--- src/rdp_pkg.sv ---
// Shared constants, types and helpers of the readout result port
package rdp_pkg;
    // ------------------------------------------------------------
    // Clock and timing
    // ------------------------------------------------------------
    localparam int RDP_CLK_NS = 20;
    localparam int RDP_WORD_NS = 40;
    localparam int RDP_WORD_CYC = (RDP_WORD_NS + RDP_CLK_NS - 1) / RDP_CLK_NS;
    localparam int RDP_DECIM_DEFAULT = 5625000;
    // ------------------------------------------------------------
    // Register offsets
    // ------------------------------------------------------------
    localparam logic [7:0] RDP_OFS_MODE = 8'h00;
    localparam logic [7:0] RDP_OFS_DRIVE = 8'h04;
    localparam logic [7:0] RDP_OFS_OUTVAL = 8'h08;
    localparam logic [7:0] RDP_OFS_INVAL = 8'h0C;
    localparam logic [7:0] RDP_OFS_CLKSEL = 8'h10;
    localparam logic [7:0] RDP_OFS_DECIM = 8'h14;
    localparam logic [7:0] RDP_OFS_OVF = 8'h18;
    localparam logic [7:0] RDP_OFS_LINK = 8'h1C;
    // ------------------------------------------------------------
    // Modes, reset values and field positions
    // ------------------------------------------------------------
    localparam logic [1:0] RDP_MODE_MANUAL = 2'h0;
    localparam logic [1:0] RDP_MODE_SEQ = 2'h1;
    localparam logic [1:0] RDP_MODE_RESULT = 2'h2;
    localparam logic [1:0] RDP_MODE_RST = 2'h0;
    localparam logic [3:0] RDP_DRIVE_RST = 4'h0;
    localparam logic [31:0] RDP_OUTVAL_RST = 32'h0;
    localparam logic RDP_CLKSEL_RST = 1'b0;
    localparam int RDP_RES_VALID_BIT = 0;
    localparam int RDP_RES_CHAN_LSB = 1;
    localparam int RDP_RES_DATA_LSB = 8;
    localparam int RDP_INPUT_LANE = 3;
    localparam int RDP_OVF_LIVE_BIT = 0;
    localparam int RDP_OVF_STICKY_BIT = 1;
    localparam logic [1:0] RDP_MSG_ADDR = 2'h1;
    localparam logic [1:0] RDP_MSG_MASK = 2'h2;
    localparam logic [1:0] RDP_MSG_DATA = 2'h3;
    // ------------------------------------------------------------
    // Types
    // ------------------------------------------------------------
    typedef struct packed {
        logic [1:0] kind;
        logic [31:0] payload;
    } rdp_msg_s;
    typedef struct packed {
        logic [3:0] chan;
        logic [15:0] bits;
    } rdp_result_s;
    typedef enum logic [4:0] {
        RDP_S_IDLE = 5'b00001,
        RDP_S_ADDR = 5'b00010,
        RDP_S_MASK = 5'b00100,
        RDP_S_WAIT = 5'b01000,
        RDP_S_DATA = 5'b10000
    } rdp_tx_state_e;
    // Expands one drive bit per lane into a 32-bit line mask
    function automatic logic [31:0] rdp_lane_mask(input logic [3:0] drive);
        logic [31:0] m;
        m = 32'h0;
        for (int i = 0; i < 4; i++) begin
            m[i*8 +: 8] = {8{drive[i]}};
        end
        return m;
    endfunction : rdp_lane_mask
endpackage : rdp_pkg

--- src/rdp_msg_sender.sv ---
// Sends each readout to the system controller as address, mask and data messages
`timescale 1ns/1ps
module rdp_msg_sender (
    input wire logic clk,
    input wire logic reset,
    input wire logic start,
    input wire logic [31:0] addr,
    input wire logic [31:0] mask,
    input wire logic res_valid,
    input wire rdp_pkg::rdp_result_s res,
    input wire logic link_ready,
    output logic msg_valid,
    output rdp_pkg::rdp_msg_s msg,
    output logic busy
);
    rdp_pkg::rdp_tx_state_e state_r;
    rdp_pkg::rdp_msg_s msg_r;
    rdp_pkg::rdp_result_s pend_res_r;
    logic [31:0] mask_r;
    logic valid_r;
    logic pend_r;
    logic [31:0] data_word;

    // The first result that lands while address or mask are still queued is held
    assign data_word = pend_r ? 32'({pend_res_r.chan, pend_res_r.bits})
                              : 32'({res.chan, res.bits});

    always_ff @(posedge clk) begin
        if (reset) begin
            state_r <= rdp_pkg::RDP_S_IDLE;
            valid_r <= 1'b0;
            msg_r <= '0;
            mask_r <= 32'h0;
        end else begin
            unique case (state_r)
                rdp_pkg::RDP_S_IDLE: begin
                    if (start) begin
                        msg_r <= '{kind: rdp_pkg::RDP_MSG_ADDR, payload: addr};
                        mask_r <= mask;
                        valid_r <= 1'b1;
                        state_r <= rdp_pkg::RDP_S_ADDR;
                    end
                end
                rdp_pkg::RDP_S_ADDR: begin
                    if (link_ready) begin
                        msg_r <= '{kind: rdp_pkg::RDP_MSG_MASK, payload: mask_r};
                        state_r <= rdp_pkg::RDP_S_MASK;
                    end
                end
                rdp_pkg::RDP_S_MASK: begin
                    if (link_ready && (pend_r || res_valid)) begin
                        msg_r <= '{kind: rdp_pkg::RDP_MSG_DATA, payload: data_word};
                        state_r <= rdp_pkg::RDP_S_DATA;
                    end else if (link_ready) begin
                        valid_r <= 1'b0;
                        state_r <= rdp_pkg::RDP_S_WAIT;
                    end
                end
                rdp_pkg::RDP_S_WAIT: begin
                    if (res_valid) begin
                        msg_r <= '{kind: rdp_pkg::RDP_MSG_DATA, payload: data_word};
                        valid_r <= 1'b1;
                        state_r <= rdp_pkg::RDP_S_DATA;
                    end
                end
                rdp_pkg::RDP_S_DATA: begin
                    if (link_ready) begin
                        valid_r <= 1'b0;
                        state_r <= rdp_pkg::RDP_S_IDLE;
                    end
                end
            endcase
        end
    end

    always_ff @(posedge clk) begin
        if (reset) begin
            pend_r <= 1'b0;
            pend_res_r <= '0;
        end else if (state_r == rdp_pkg::RDP_S_IDLE) begin
            pend_r <= 1'b0;
        end else if (res_valid && !pend_r
                     && (state_r == rdp_pkg::RDP_S_ADDR || state_r == rdp_pkg::RDP_S_MASK)) begin
            pend_r <= 1'b1;
            pend_res_r <= res;
        end
    end

    assign msg_valid = valid_r;
    assign msg = msg_r;
    assign busy = (state_r != rdp_pkg::RDP_S_IDLE);
endmodule : rdp_msg_sender

--- src/rdp_input_sampler.sv ---
// Synchronises the port inputs and the external clock and decimates the input samples
`timescale 1ns/1ps
module rdp_input_sampler (
    input wire logic clk,
    input wire logic reset,
    input wire logic ext_clk_pin,
    input wire logic use_ext,
    input wire logic [31:0] decim,
    input wire logic [31:0] pins_in,
    output logic [31:0] sample,
    output logic sample_tick
);
    logic [2:0] eclk_sync_r;
    logic eclk_filt_r;
    logic [31:0] pin_s1_r, pin_s2_r, pin_s3_r, pin_filt_r;
    logic [31:0] count_r;
    logic [31:0] sample_r;
    logic tick_r;
    logic eclk_rise;
    logic clk_tick;

    // Three stages; a change counts only when stages two and three agree
    always_ff @(posedge clk) begin
        if (reset) begin
            eclk_sync_r <= 3'h0;
            eclk_filt_r <= 1'b0;
            pin_s1_r <= 32'h0;
            pin_s2_r <= 32'h0;
            pin_s3_r <= 32'h0;
            pin_filt_r <= 32'h0;
        end else begin
            eclk_sync_r <= {eclk_sync_r[1:0], ext_clk_pin};
            if (eclk_sync_r[1] == eclk_sync_r[2]) begin
                eclk_filt_r <= eclk_sync_r[2];
            end
            pin_s1_r <= pins_in;
            pin_s2_r <= pin_s1_r;
            pin_s3_r <= pin_s2_r;
            pin_filt_r <= (pin_s2_r & pin_s3_r) | (pin_filt_r & (pin_s2_r ^ pin_s3_r));
        end
    end

    assign eclk_rise = (eclk_sync_r[1] == eclk_sync_r[2]) && eclk_sync_r[2] && !eclk_filt_r;
    assign clk_tick = use_ext ? eclk_rise : 1'b1;

    always_ff @(posedge clk) begin
        if (reset) begin
            count_r <= 32'h0;
            sample_r <= 32'h0;
            tick_r <= 1'b0;
        end else begin
            tick_r <= 1'b0;
            if (clk_tick) begin
                if (count_r + 32'h1 >= decim) begin
                    count_r <= 32'h0;
                    sample_r <= pin_filt_r;
                    tick_r <= 1'b1;
                end else begin
                    count_r <= count_r + 32'h1;
                end
            end
        end
    end

    assign sample = sample_r;
    assign sample_tick = tick_r;
endmodule : rdp_input_sampler

--- src/rdp_top.sv ---
// Readout result port: 32-line parallel port, overflow tracking and result link sender
//
// The register offsets and the address-and-strobe port were left to the implementer.
`timescale 1ns/1ps
module rdp_top #(
    parameter logic [31:0] DECIM_DEFAULT = 32'(rdp_pkg::RDP_DECIM_DEFAULT)
) (
    input wire logic clk,
    input wire logic reset,
    input wire logic [7:0] reg_addr,
    input wire logic [31:0] reg_wdata,
    input wire logic reg_we,
    input wire logic reg_re,
    output logic [31:0] reg_rdata,
    input wire logic readout_start_command,
    input wire logic [31:0] readout_address,
    input wire logic [31:0] readout_mask,
    input wire logic result_valid,
    input wire rdp_pkg::rdp_result_s result,
    input wire logic seq_port_strobe,
    input wire logic [31:0] seq_port_value,
    input wire logic link_ready,
    output logic link_msg_valid,
    output rdp_pkg::rdp_msg_s link_msg,
    input wire logic [31:0] parallel_io_port_in,
    output logic [31:0] parallel_io_port_out,
    output logic [31:0] parallel_io_port_oe,
    input wire logic external_sample_clock_pin,
    output logic sample_clock_out_pin
);
    // ------------------------------------------------------------
    // Declarations
    // ------------------------------------------------------------
    logic [1:0] mode_r;
    logic [3:0] drive_r;
    logic [31:0] outval_r;
    logic clksel_r;
    logic [31:0] decim_r;
    logic [31:0] seqval_r;
    logic [31:0] rdata_r;
    logic [31:0] res_word_r;
    logic [7:0] word_cnt_r;
    logic ovf_live_r;
    logic ovf_sticky_r;
    logic [31:0] pin_out_r;
    logic [31:0] pin_oe_r;
    logic clk_pos_r;
    logic clk_neg_r;
    logic [31:0] out_nxt;
    logic [3:0] lane_drive;
    logic [31:0] in_sample;
    logic link_busy;
    logic result_mode;
    logic ovf_event;
    logic res_load;
    logic sticky_clear;

    assign result_mode = (mode_r == rdp_pkg::RDP_MODE_RESULT);

    // ------------------------------------------------------------
    // Register writes
    // ------------------------------------------------------------
    always_ff @(posedge clk) begin
        if (reset) begin
            mode_r <= rdp_pkg::RDP_MODE_RST;
            drive_r <= rdp_pkg::RDP_DRIVE_RST;
            outval_r <= rdp_pkg::RDP_OUTVAL_RST;
            clksel_r <= rdp_pkg::RDP_CLKSEL_RST;
            decim_r <= DECIM_DEFAULT;
        end else if (reg_we) begin
            unique case (reg_addr)
                rdp_pkg::RDP_OFS_MODE: mode_r <= reg_wdata[1:0];
                rdp_pkg::RDP_OFS_DRIVE: drive_r <= reg_wdata[3:0];
                rdp_pkg::RDP_OFS_OUTVAL: outval_r <= reg_wdata;
                rdp_pkg::RDP_OFS_CLKSEL: clksel_r <= reg_wdata[0];
                rdp_pkg::RDP_OFS_DECIM: decim_r <= reg_wdata;
                default: begin
                end
            endcase
        end
    end

    assign sticky_clear = reg_we && (reg_addr == rdp_pkg::RDP_OFS_OVF)
                          && reg_wdata[rdp_pkg::RDP_OVF_STICKY_BIT];

    // ------------------------------------------------------------
    // Register reads, data one cycle after the strobe
    // ------------------------------------------------------------
    always_ff @(posedge clk) begin
        if (reset) begin
            rdata_r <= 32'h0;
        end else if (reg_re) begin
            unique case (reg_addr)
                rdp_pkg::RDP_OFS_MODE: rdata_r <= 32'(mode_r);
                rdp_pkg::RDP_OFS_DRIVE: rdata_r <= 32'(drive_r);
                rdp_pkg::RDP_OFS_OUTVAL: rdata_r <= outval_r;
                rdp_pkg::RDP_OFS_INVAL: rdata_r <= in_sample;
                rdp_pkg::RDP_OFS_CLKSEL: rdata_r <= 32'(clksel_r);
                rdp_pkg::RDP_OFS_DECIM: rdata_r <= decim_r;
                rdp_pkg::RDP_OFS_OVF: rdata_r <= 32'({ovf_sticky_r, ovf_live_r});
                rdp_pkg::RDP_OFS_LINK: rdata_r <= 32'(link_busy);
                default: rdata_r <= 32'h0;
            endcase
        end else begin
            rdata_r <= 32'h0;
        end
    end

    // ------------------------------------------------------------
    // Sequencer-set port value
    // ------------------------------------------------------------
    always_ff @(posedge clk) begin
        if (reset) begin
            seqval_r <= 32'h0;
        end else if (seq_port_strobe) begin
            seqval_r <= seq_port_value;
        end
    end

    // ------------------------------------------------------------
    // Result word engine and overflow
    // ------------------------------------------------------------
    // A word is held for a fixed number of cycles; results arriving
    // meanwhile are dropped, as the port cannot carry them.
    assign res_load = result_mode && result_valid && (word_cnt_r == 8'h0);
    assign ovf_event = result_mode && result_valid && (word_cnt_r != 8'h0);

    always_ff @(posedge clk) begin
        if (reset) begin
            res_word_r <= 32'h0;
            word_cnt_r <= 8'h0;
        end else if (res_load) begin
            res_word_r <= 32'h0;
            res_word_r[rdp_pkg::RDP_RES_VALID_BIT] <= 1'b1;
            res_word_r[rdp_pkg::RDP_RES_CHAN_LSB +: 4] <= result.chan;
            res_word_r[rdp_pkg::RDP_RES_DATA_LSB +: 16] <= result.bits;
            word_cnt_r <= 8'(rdp_pkg::RDP_WORD_CYC);
        end else if (word_cnt_r != 8'h0) begin
            word_cnt_r <= word_cnt_r - 8'h1;
            if (word_cnt_r == 8'h1) begin
                res_word_r <= 32'h0;
            end
        end
    end

    always_ff @(posedge clk) begin
        if (reset) begin
            ovf_live_r <= 1'b0;
        end else if (ovf_event) begin
            ovf_live_r <= 1'b1;
        end else if (word_cnt_r == 8'h0 || !result_mode) begin
            ovf_live_r <= 1'b0;
        end
    end

    // The set wins over a clear written in the same cycle
    always_ff @(posedge clk) begin
        if (reset) begin
            ovf_sticky_r <= 1'b0;
        end else if (ovf_event) begin
            ovf_sticky_r <= 1'b1;
        end else if (sticky_clear) begin
            ovf_sticky_r <= 1'b0;
        end
    end

    // ------------------------------------------------------------
    // Port output selection
    // ------------------------------------------------------------
    always_comb begin
        lane_drive = drive_r;
        if (result_mode) begin
            lane_drive[rdp_pkg::RDP_INPUT_LANE] = 1'b0;
        end
        unique case (mode_r)
            rdp_pkg::RDP_MODE_SEQ: out_nxt = seqval_r;
            rdp_pkg::RDP_MODE_RESULT: out_nxt = res_word_r;
            default: out_nxt = outval_r;
        endcase
        out_nxt = out_nxt & rdp_pkg::rdp_lane_mask(lane_drive);
    end

    // Outputs change half a cycle after logic settles, leaving the
    // far side a full rising edge of the sample clock to capture them.
    always_ff @(negedge clk) begin
        if (reset) begin
            pin_out_r <= 32'h0;
            pin_oe_r <= 32'h0;
        end else begin
            pin_out_r <= out_nxt;
            pin_oe_r <= rdp_pkg::rdp_lane_mask(lane_drive);
        end
    end

    // ------------------------------------------------------------
    // Sample clock forwarded to its pin
    // ------------------------------------------------------------
    always_ff @(posedge clk) begin
        if (reset) begin
            clk_pos_r <= 1'b0;
        end else begin
            clk_pos_r <= !clk_pos_r;
        end
    end

    always_ff @(negedge clk) begin
        if (reset) begin
            clk_neg_r <= 1'b0;
        end else begin
            clk_neg_r <= clk_pos_r;
        end
    end

    // High from each rising edge to the next falling edge
    assign sample_clock_out_pin = clk_pos_r ^ clk_neg_r;

    // ------------------------------------------------------------
    // Submodules
    // ------------------------------------------------------------
    rdp_input_sampler u_sampler (
        .clk(clk),
        .reset(reset),
        .ext_clk_pin(external_sample_clock_pin),
        .use_ext(clksel_r),
        .decim(decim_r),
        .pins_in(parallel_io_port_in),
        .sample(in_sample),
        .sample_tick()
    );

    rdp_msg_sender u_sender (
        .clk(clk),
        .reset(reset),
        .start(readout_start_command),
        .addr(readout_address),
        .mask(readout_mask),
        .res_valid(result_valid),
        .res(result),
        .link_ready(link_ready),
        .msg_valid(link_msg_valid),
        .msg(link_msg),
        .busy(link_busy)
    );

    assign reg_rdata = rdata_r;
    assign parallel_io_port_out = pin_out_r;
    assign parallel_io_port_oe = pin_oe_r;
endmodule : rdp_top

--- config.mk ---
export PLATFORM = sky130hd
export DESIGN_NAME = rdp_top
export DESIGN_NICKNAME = d
export VERILOG_FILES = /design/src/rdp_pkg.sv /design/src/rdp_msg_sender.sv /design/src/rdp_input_sampler.sv /design/src/rdp_top.sv
export SDC_FILE = /design/constraint.sdc
export NUM_CORES = 1
export LEC_CHECK = 0
export ABC_AREA = 1
export BUFFER_PORTS_ARGS = -buffer_cell sky130_fd_sc_hd__buf_2
export CORE_MARGIN = 3
export CORE_UTILIZATION = 57
export DETAILED_ROUTE_END_ITERATION = 7
export PLACE_DENSITY = 0.91
export SYNTH_ARGS = -nofsm -noshare
export SYNTH_HDL_FRONTEND = slang
export SYNTH_SLANG_ARGS = --single-unit
--- constraint.sdc ---
create_clock -name clk -period 2.96 [get_ports clk]
set_input_delay 0.444 -clock clk [delete_from_list [all_inputs] [get_ports clk]]
set_output_delay 0.444 -clock clk [all_outputs]
set_load 0.02 [all_outputs]
Yosys cells after proc, flatten, opt, wreduce, memory -nomap -nowiden --
Cells that the tools add are included.
Word-level totals: register bits after elaboration 514, bits of input ports 197
Operators by class: $add $sub $neg 2, bitwise logic cells 8, $lt $le $gt $ge 1, multiplexer cells 32, reductions and logical operators 41, equal/unequal tests 24
Operator list (count):
- case mux 32 bit (8 select lines) | 1
- two-way mux 34 bit | 4
- case mux 34 bit (4 select lines) | 1
- AND 32 bit | 3
- two-way mux 24 bit | 3
- case mux 32 bit (2 select lines) | 1
- adder 32 x 1 -> 32 bit, second input constant | 1
- == test 8 x 5 -> 1 bit, second input constant | 4
- greater-or-equal comparator 32 bit | 1
- two-way mux 32 bit | 1
- bitwise OR 32 bit | 1
- XOR 32 bit | 1
- two-way mux 5 bit | 6
- case mux 5 bit (5 select lines) | 1
- two-way mux 20 bit | 1
- AND reduction 2 bit | 9
- == test 8 x 4 -> 1 bit, second input constant | 2
- logical NOT 8 bit | 2
- logical AND 1 bit | 10
- two-way mux 1 bit | 10
- != test 2 bit, second input constant | 5
- AND reduction 5 bit | 2
- == test 8 x 1 -> 1 bit, second input constant | 1
- == test 8 x 3 -> 1 bit, second input constant | 1
- other kinds (23) | 36

Logic depth before layout (Yosys ltp) --
depth after elaboration 5, gate-level depth with buffers 22, depth with buffers taken out 21

Hierarchy --
A second synthesis with hierarchy kept.
Second synthesis, totals: cells, all modules 2924, area total of the unflattened synthesis 21433.1 um2
By module, submodules not included:
- rdp_input_sampler | sequential area each 3943.8 um2, times used 1, cells each 1144, area an instance 8795.9 um2
- rdp_top | sequential area each 4083.9 um2, times used 1, cells each 1097, area an instance 8232.9 um2
- rdp_msg_sender | sequential area each 1861.8 um2, times used 1, cells each 683, area an instance 4404.2 um2

==> results.py <==
metrics = {
    "finish": {
        "fillers": 2578,
        "syn2layout_area_growth_pct": 23.1,
        "nNetsFinal": 3278,
        "largest_reg_flops": 34,
        "drive_gt1_frac": 0.212,
        "fin_util": 0.719,
    },
    "clocking": {
        "tritoncts": "done",
        "cts.clk_slew.worst_paths_ns": 0.06,
        "clk_latency_ns": 0.65,
        "cts_buffer_depth": 3,
        "clock_sink_count": 493,
        "cts-root-buf": "clkbuf_16",
        "cts_max_level": 2,
        "cts_made_buffers": 49,
    },
    "status": {
        "violations": "negative setup slack",
        "run_status": "complete, but fails checks",
    },
    "critical_path": {
        "cp-startpoint": "clk_neg_r$_SDFF_NP0_",
        "arrival_ns": 2.74,
        "path_max_fanout": 1,
        "start_kind": "flop",
        "worst-r2r-setup-slack_ns": 0.05,
        "ff2ff_path_depth": 6,
        "crit_path_end": "sample_clock_out_pin",
        "worstSetupEndpointType": "primary output",
        "r2r-end": "parallel_io_port_out[27]$_SDFF_NP0_",
        "criticalPathCategory": "reg2out",
        "reg2reg_from": "mode_r[0]$_SDFFE_PP0P_",
        "cp.required_ns": 2.52,
    },
    "sta": {
        "maxSlewViolCount": 0,
        "slew_headroom": 0.114,
        "hold_viol_final": 0,
        "hold_slack_ns": 0.0550,
        "rsz0062_at_grt": "true",
        "finalClockSkew_ns": 0.0630,
        "max_slew.worst_pin.slew_ns": 1.33,
        "finalSetupViolCount": 65,
        "setup_slack_ns": -0.222,
    },
    "synth": {
        "ys_top_cells_by_area": "dfxtp_1, a21oi_1, nand2_1",
        "synth.top_cell.area_share": 0.483,
        "yosysSeqAreaShare": 0.483,
        "ys.flop_type": "dfxtp_1",
        "synth_edf_count": 0,
        "async_flop_share": 0,
        "netlist_top_cells_count": "dfxtp_1, nand2_1, nor2_1, a21oi_1, inv_1",
        "syn_area_um2": 20400,
        "ys_ff_latch": 493,
        "yosysMostFrequentCell": "dfxtp_1",
        "synth_area_leader_cell": "dfxtp_1",
        "syn_area_per_cell_um2": 7.55,
        "synth_warnings": 0,
        "synth_nets": 2974,
        "ys_types": 45,
        "synthesis.instances": 2707,
    },
    "power": {
        "intPower_w": 0.0112,
        "p_seq_frac": 0.466,
        "p_sw_w": 0.00395,
        "p_leak_nw": 11.5,
        "swShare": 0.261,
        "power_density_nw_per_um2": 601,
        "ir_drop_v": 0.000554,
        "clock_power_share": 0.442,
        "combPwrFrac": 0.092,
    },
    "route": {
        "drcViolationCount": 0,
        "vias_per_cell": 5.62,
        "drt_iter0_markers": 2125,
        "vias": 19700,
        "first_pass_iters": 6,
        "wl_per_cell_um": 18.1,
        "antenna_left": 0,
        "drt-total-wl_um": 63500,
    },
    "global_routing": {
        "grt_first_pass_wirelength_um": 97400,
        "grt_use_met3": 0.0625,
        "track_usage": 0.314,
        "grt_max_degree": 125,
        "met1_usage": 0.403,
        "grtUsageMet2": 0.506,
        "overflow": 0,
        "grt_pass1_vias": 18800,
        "grt_most_used_layer": "met2",
        "antenna_found_initial": 9,
    },
    "die": {
        "start_util": 0.584,
        "ios": 329,
        "die_h_um": 195,
        "rows": 68,
        "fp.coreArea_um2": 35000,
        "die-area_um2": 38200,
        "fp.dieW_um": 195,
    },
    "placement": {
        "io_buffers": 328,
        "globalplace.congestion": 1.03,
        "dp_hpwl_um": 44100,
    },
    "run": {
        "drv_cap": 0,
    },
    "worst_hold_path": {
        "hold_class": "in2reg",
    },
}
[metrics by stage]
stage / setup slack, ns / area [um^2] / TNS [ns] / cells / power, W
after floorplan: 0.0512 / 20400 / 0 / 2707 / 0.00815
after global placement: 0.0363 / 22300 / 0 / 3366 / 0.00851
after detailed placement: 0.00308 / 22300 / 0 / 3366 / 0.00860
after CTS: -0.223 / 24700 / -6.78 / 3495 / 0.0151
after global routing: -0.298 / 25200 / -8.77 / 3513 / 0.0156
final: -0.222 / 25200 / -6.17 / 3514 / 0.0151
[cell families after synthesis]
kind of cell    share of synthesized area
buf+inv                             0.105
simple gates                        0.192
compound gates                      0.168
fa+ha+maj                          0.0429
xor+xnor                          0.00900
flops                               0.483
[worst max-delay path, cell delays in order (launching register included)]
cell and delay (ns):
dfxtp_2 0.31, xor2_1 0.15, buf_4 0.17
[routing by layer]
metal	wire length, um	part of all wire
met1	24700	0.39
met2	29100	0.46
met3	6140	0.097
met4	3480	0.055
met5	27	0.00043
[layout by cell type (no fill, tap or decap), types with 4 or more instances in the layout]
cell type and instances:
dfxtp_1 432, nand2_1 374, inv_1 368, nor2_1 339
a21oi_1 334, buf_2 262, o21ai_0 239, nand3_1 106
ha_1 69, buf_6 69, dfxtp_2 54, clkbuf_16 54
buf_4 51, o211ai_1 42, nand4_1 38, nor2_2 30
nand2_2 21, nor2_4 14, inv_2 13, clkbuf_1 10
o21ai_1 9, buf_12 8, diode_2 7, clkinv_2 7
dfxtp_4 7, xor2_2 6, xor2_1 6, nor3_1 6
o22ai_1 6, clkbuf_8 6, nand3_2 5, xnor2_1 5
a21oi_2 5, a211oi_1 5, xnor2_2 4, bufinv_16 4
clkinvlp_4 4
[power groups by stage]
stage          Sequential, W  Combinational, W  Clock [W]
2_1_floorplan        0.00724          0.000834  0.0000784
3_3_place_gp         0.00717           0.00126  0.0000784
3_5_place_dp         0.00718           0.00134  0.0000784
4_1_cts              0.00704           0.00136    0.00671
5_1_grt              0.00706           0.00153    0.00703
6_report             0.00705           0.00139    0.00668
[final cells by class]
class,instances,area (um^2),share of cell area
Sequential cell,493,9960,0.396
Multi-Input combinational cell,1691,8740,0.347
Timing Repair Buffer,395,2760,0.110
Clock buffer,66,1370,0.0545
Inverter,344,1290,0.0514
Tap cell,455,569,0.0226
Clock inverter,63,442,0.0176
Antenna cell,7,17.5,0.000696
[timing repair]
action	in CTS	in global routing
endpoints found under the hold margin	0	0
cloned	1	5
gates resized for setup	182	108
pin swaps	1	41
buffers inserted	0	7
hold buffers	0	0
endpoints found under the setup margin	69	129
[worst min-delay path by stage]
stage                                                    from                                  end  slack (ns)  depth (start not counted)
after floorplan           u_sampler.eclk_sync_r[0]$_SDFF_PP0_  u_sampler.eclk_sync_r[1]$_SDFF_PP0_        0.39                          2
final                                  parallel_io_port_in[9]     u_sampler.pin_s1_r[9]$_SDFF_PP0_        0.05                          3
after global placement      u_sampler.pin_s1_r[12]$_SDFF_PP0_    u_sampler.pin_s2_r[12]$_SDFF_PP0_        0.39                          2
after global routing                  parallel_io_port_in[25]    u_sampler.pin_s1_r[25]$_SDFF_PP0_        0.04                          3
after detailed placement    u_sampler.pin_s1_r[27]$_SDFF_PP0_    u_sampler.pin_s2_r[27]$_SDFF_PP0_        0.40                          2
after CTS                              parallel_io_port_in[9]     u_sampler.pin_s1_r[9]$_SDFF_PP0_        0.03                          3
No activity file was read; power rests on OpenSTA's default activity.
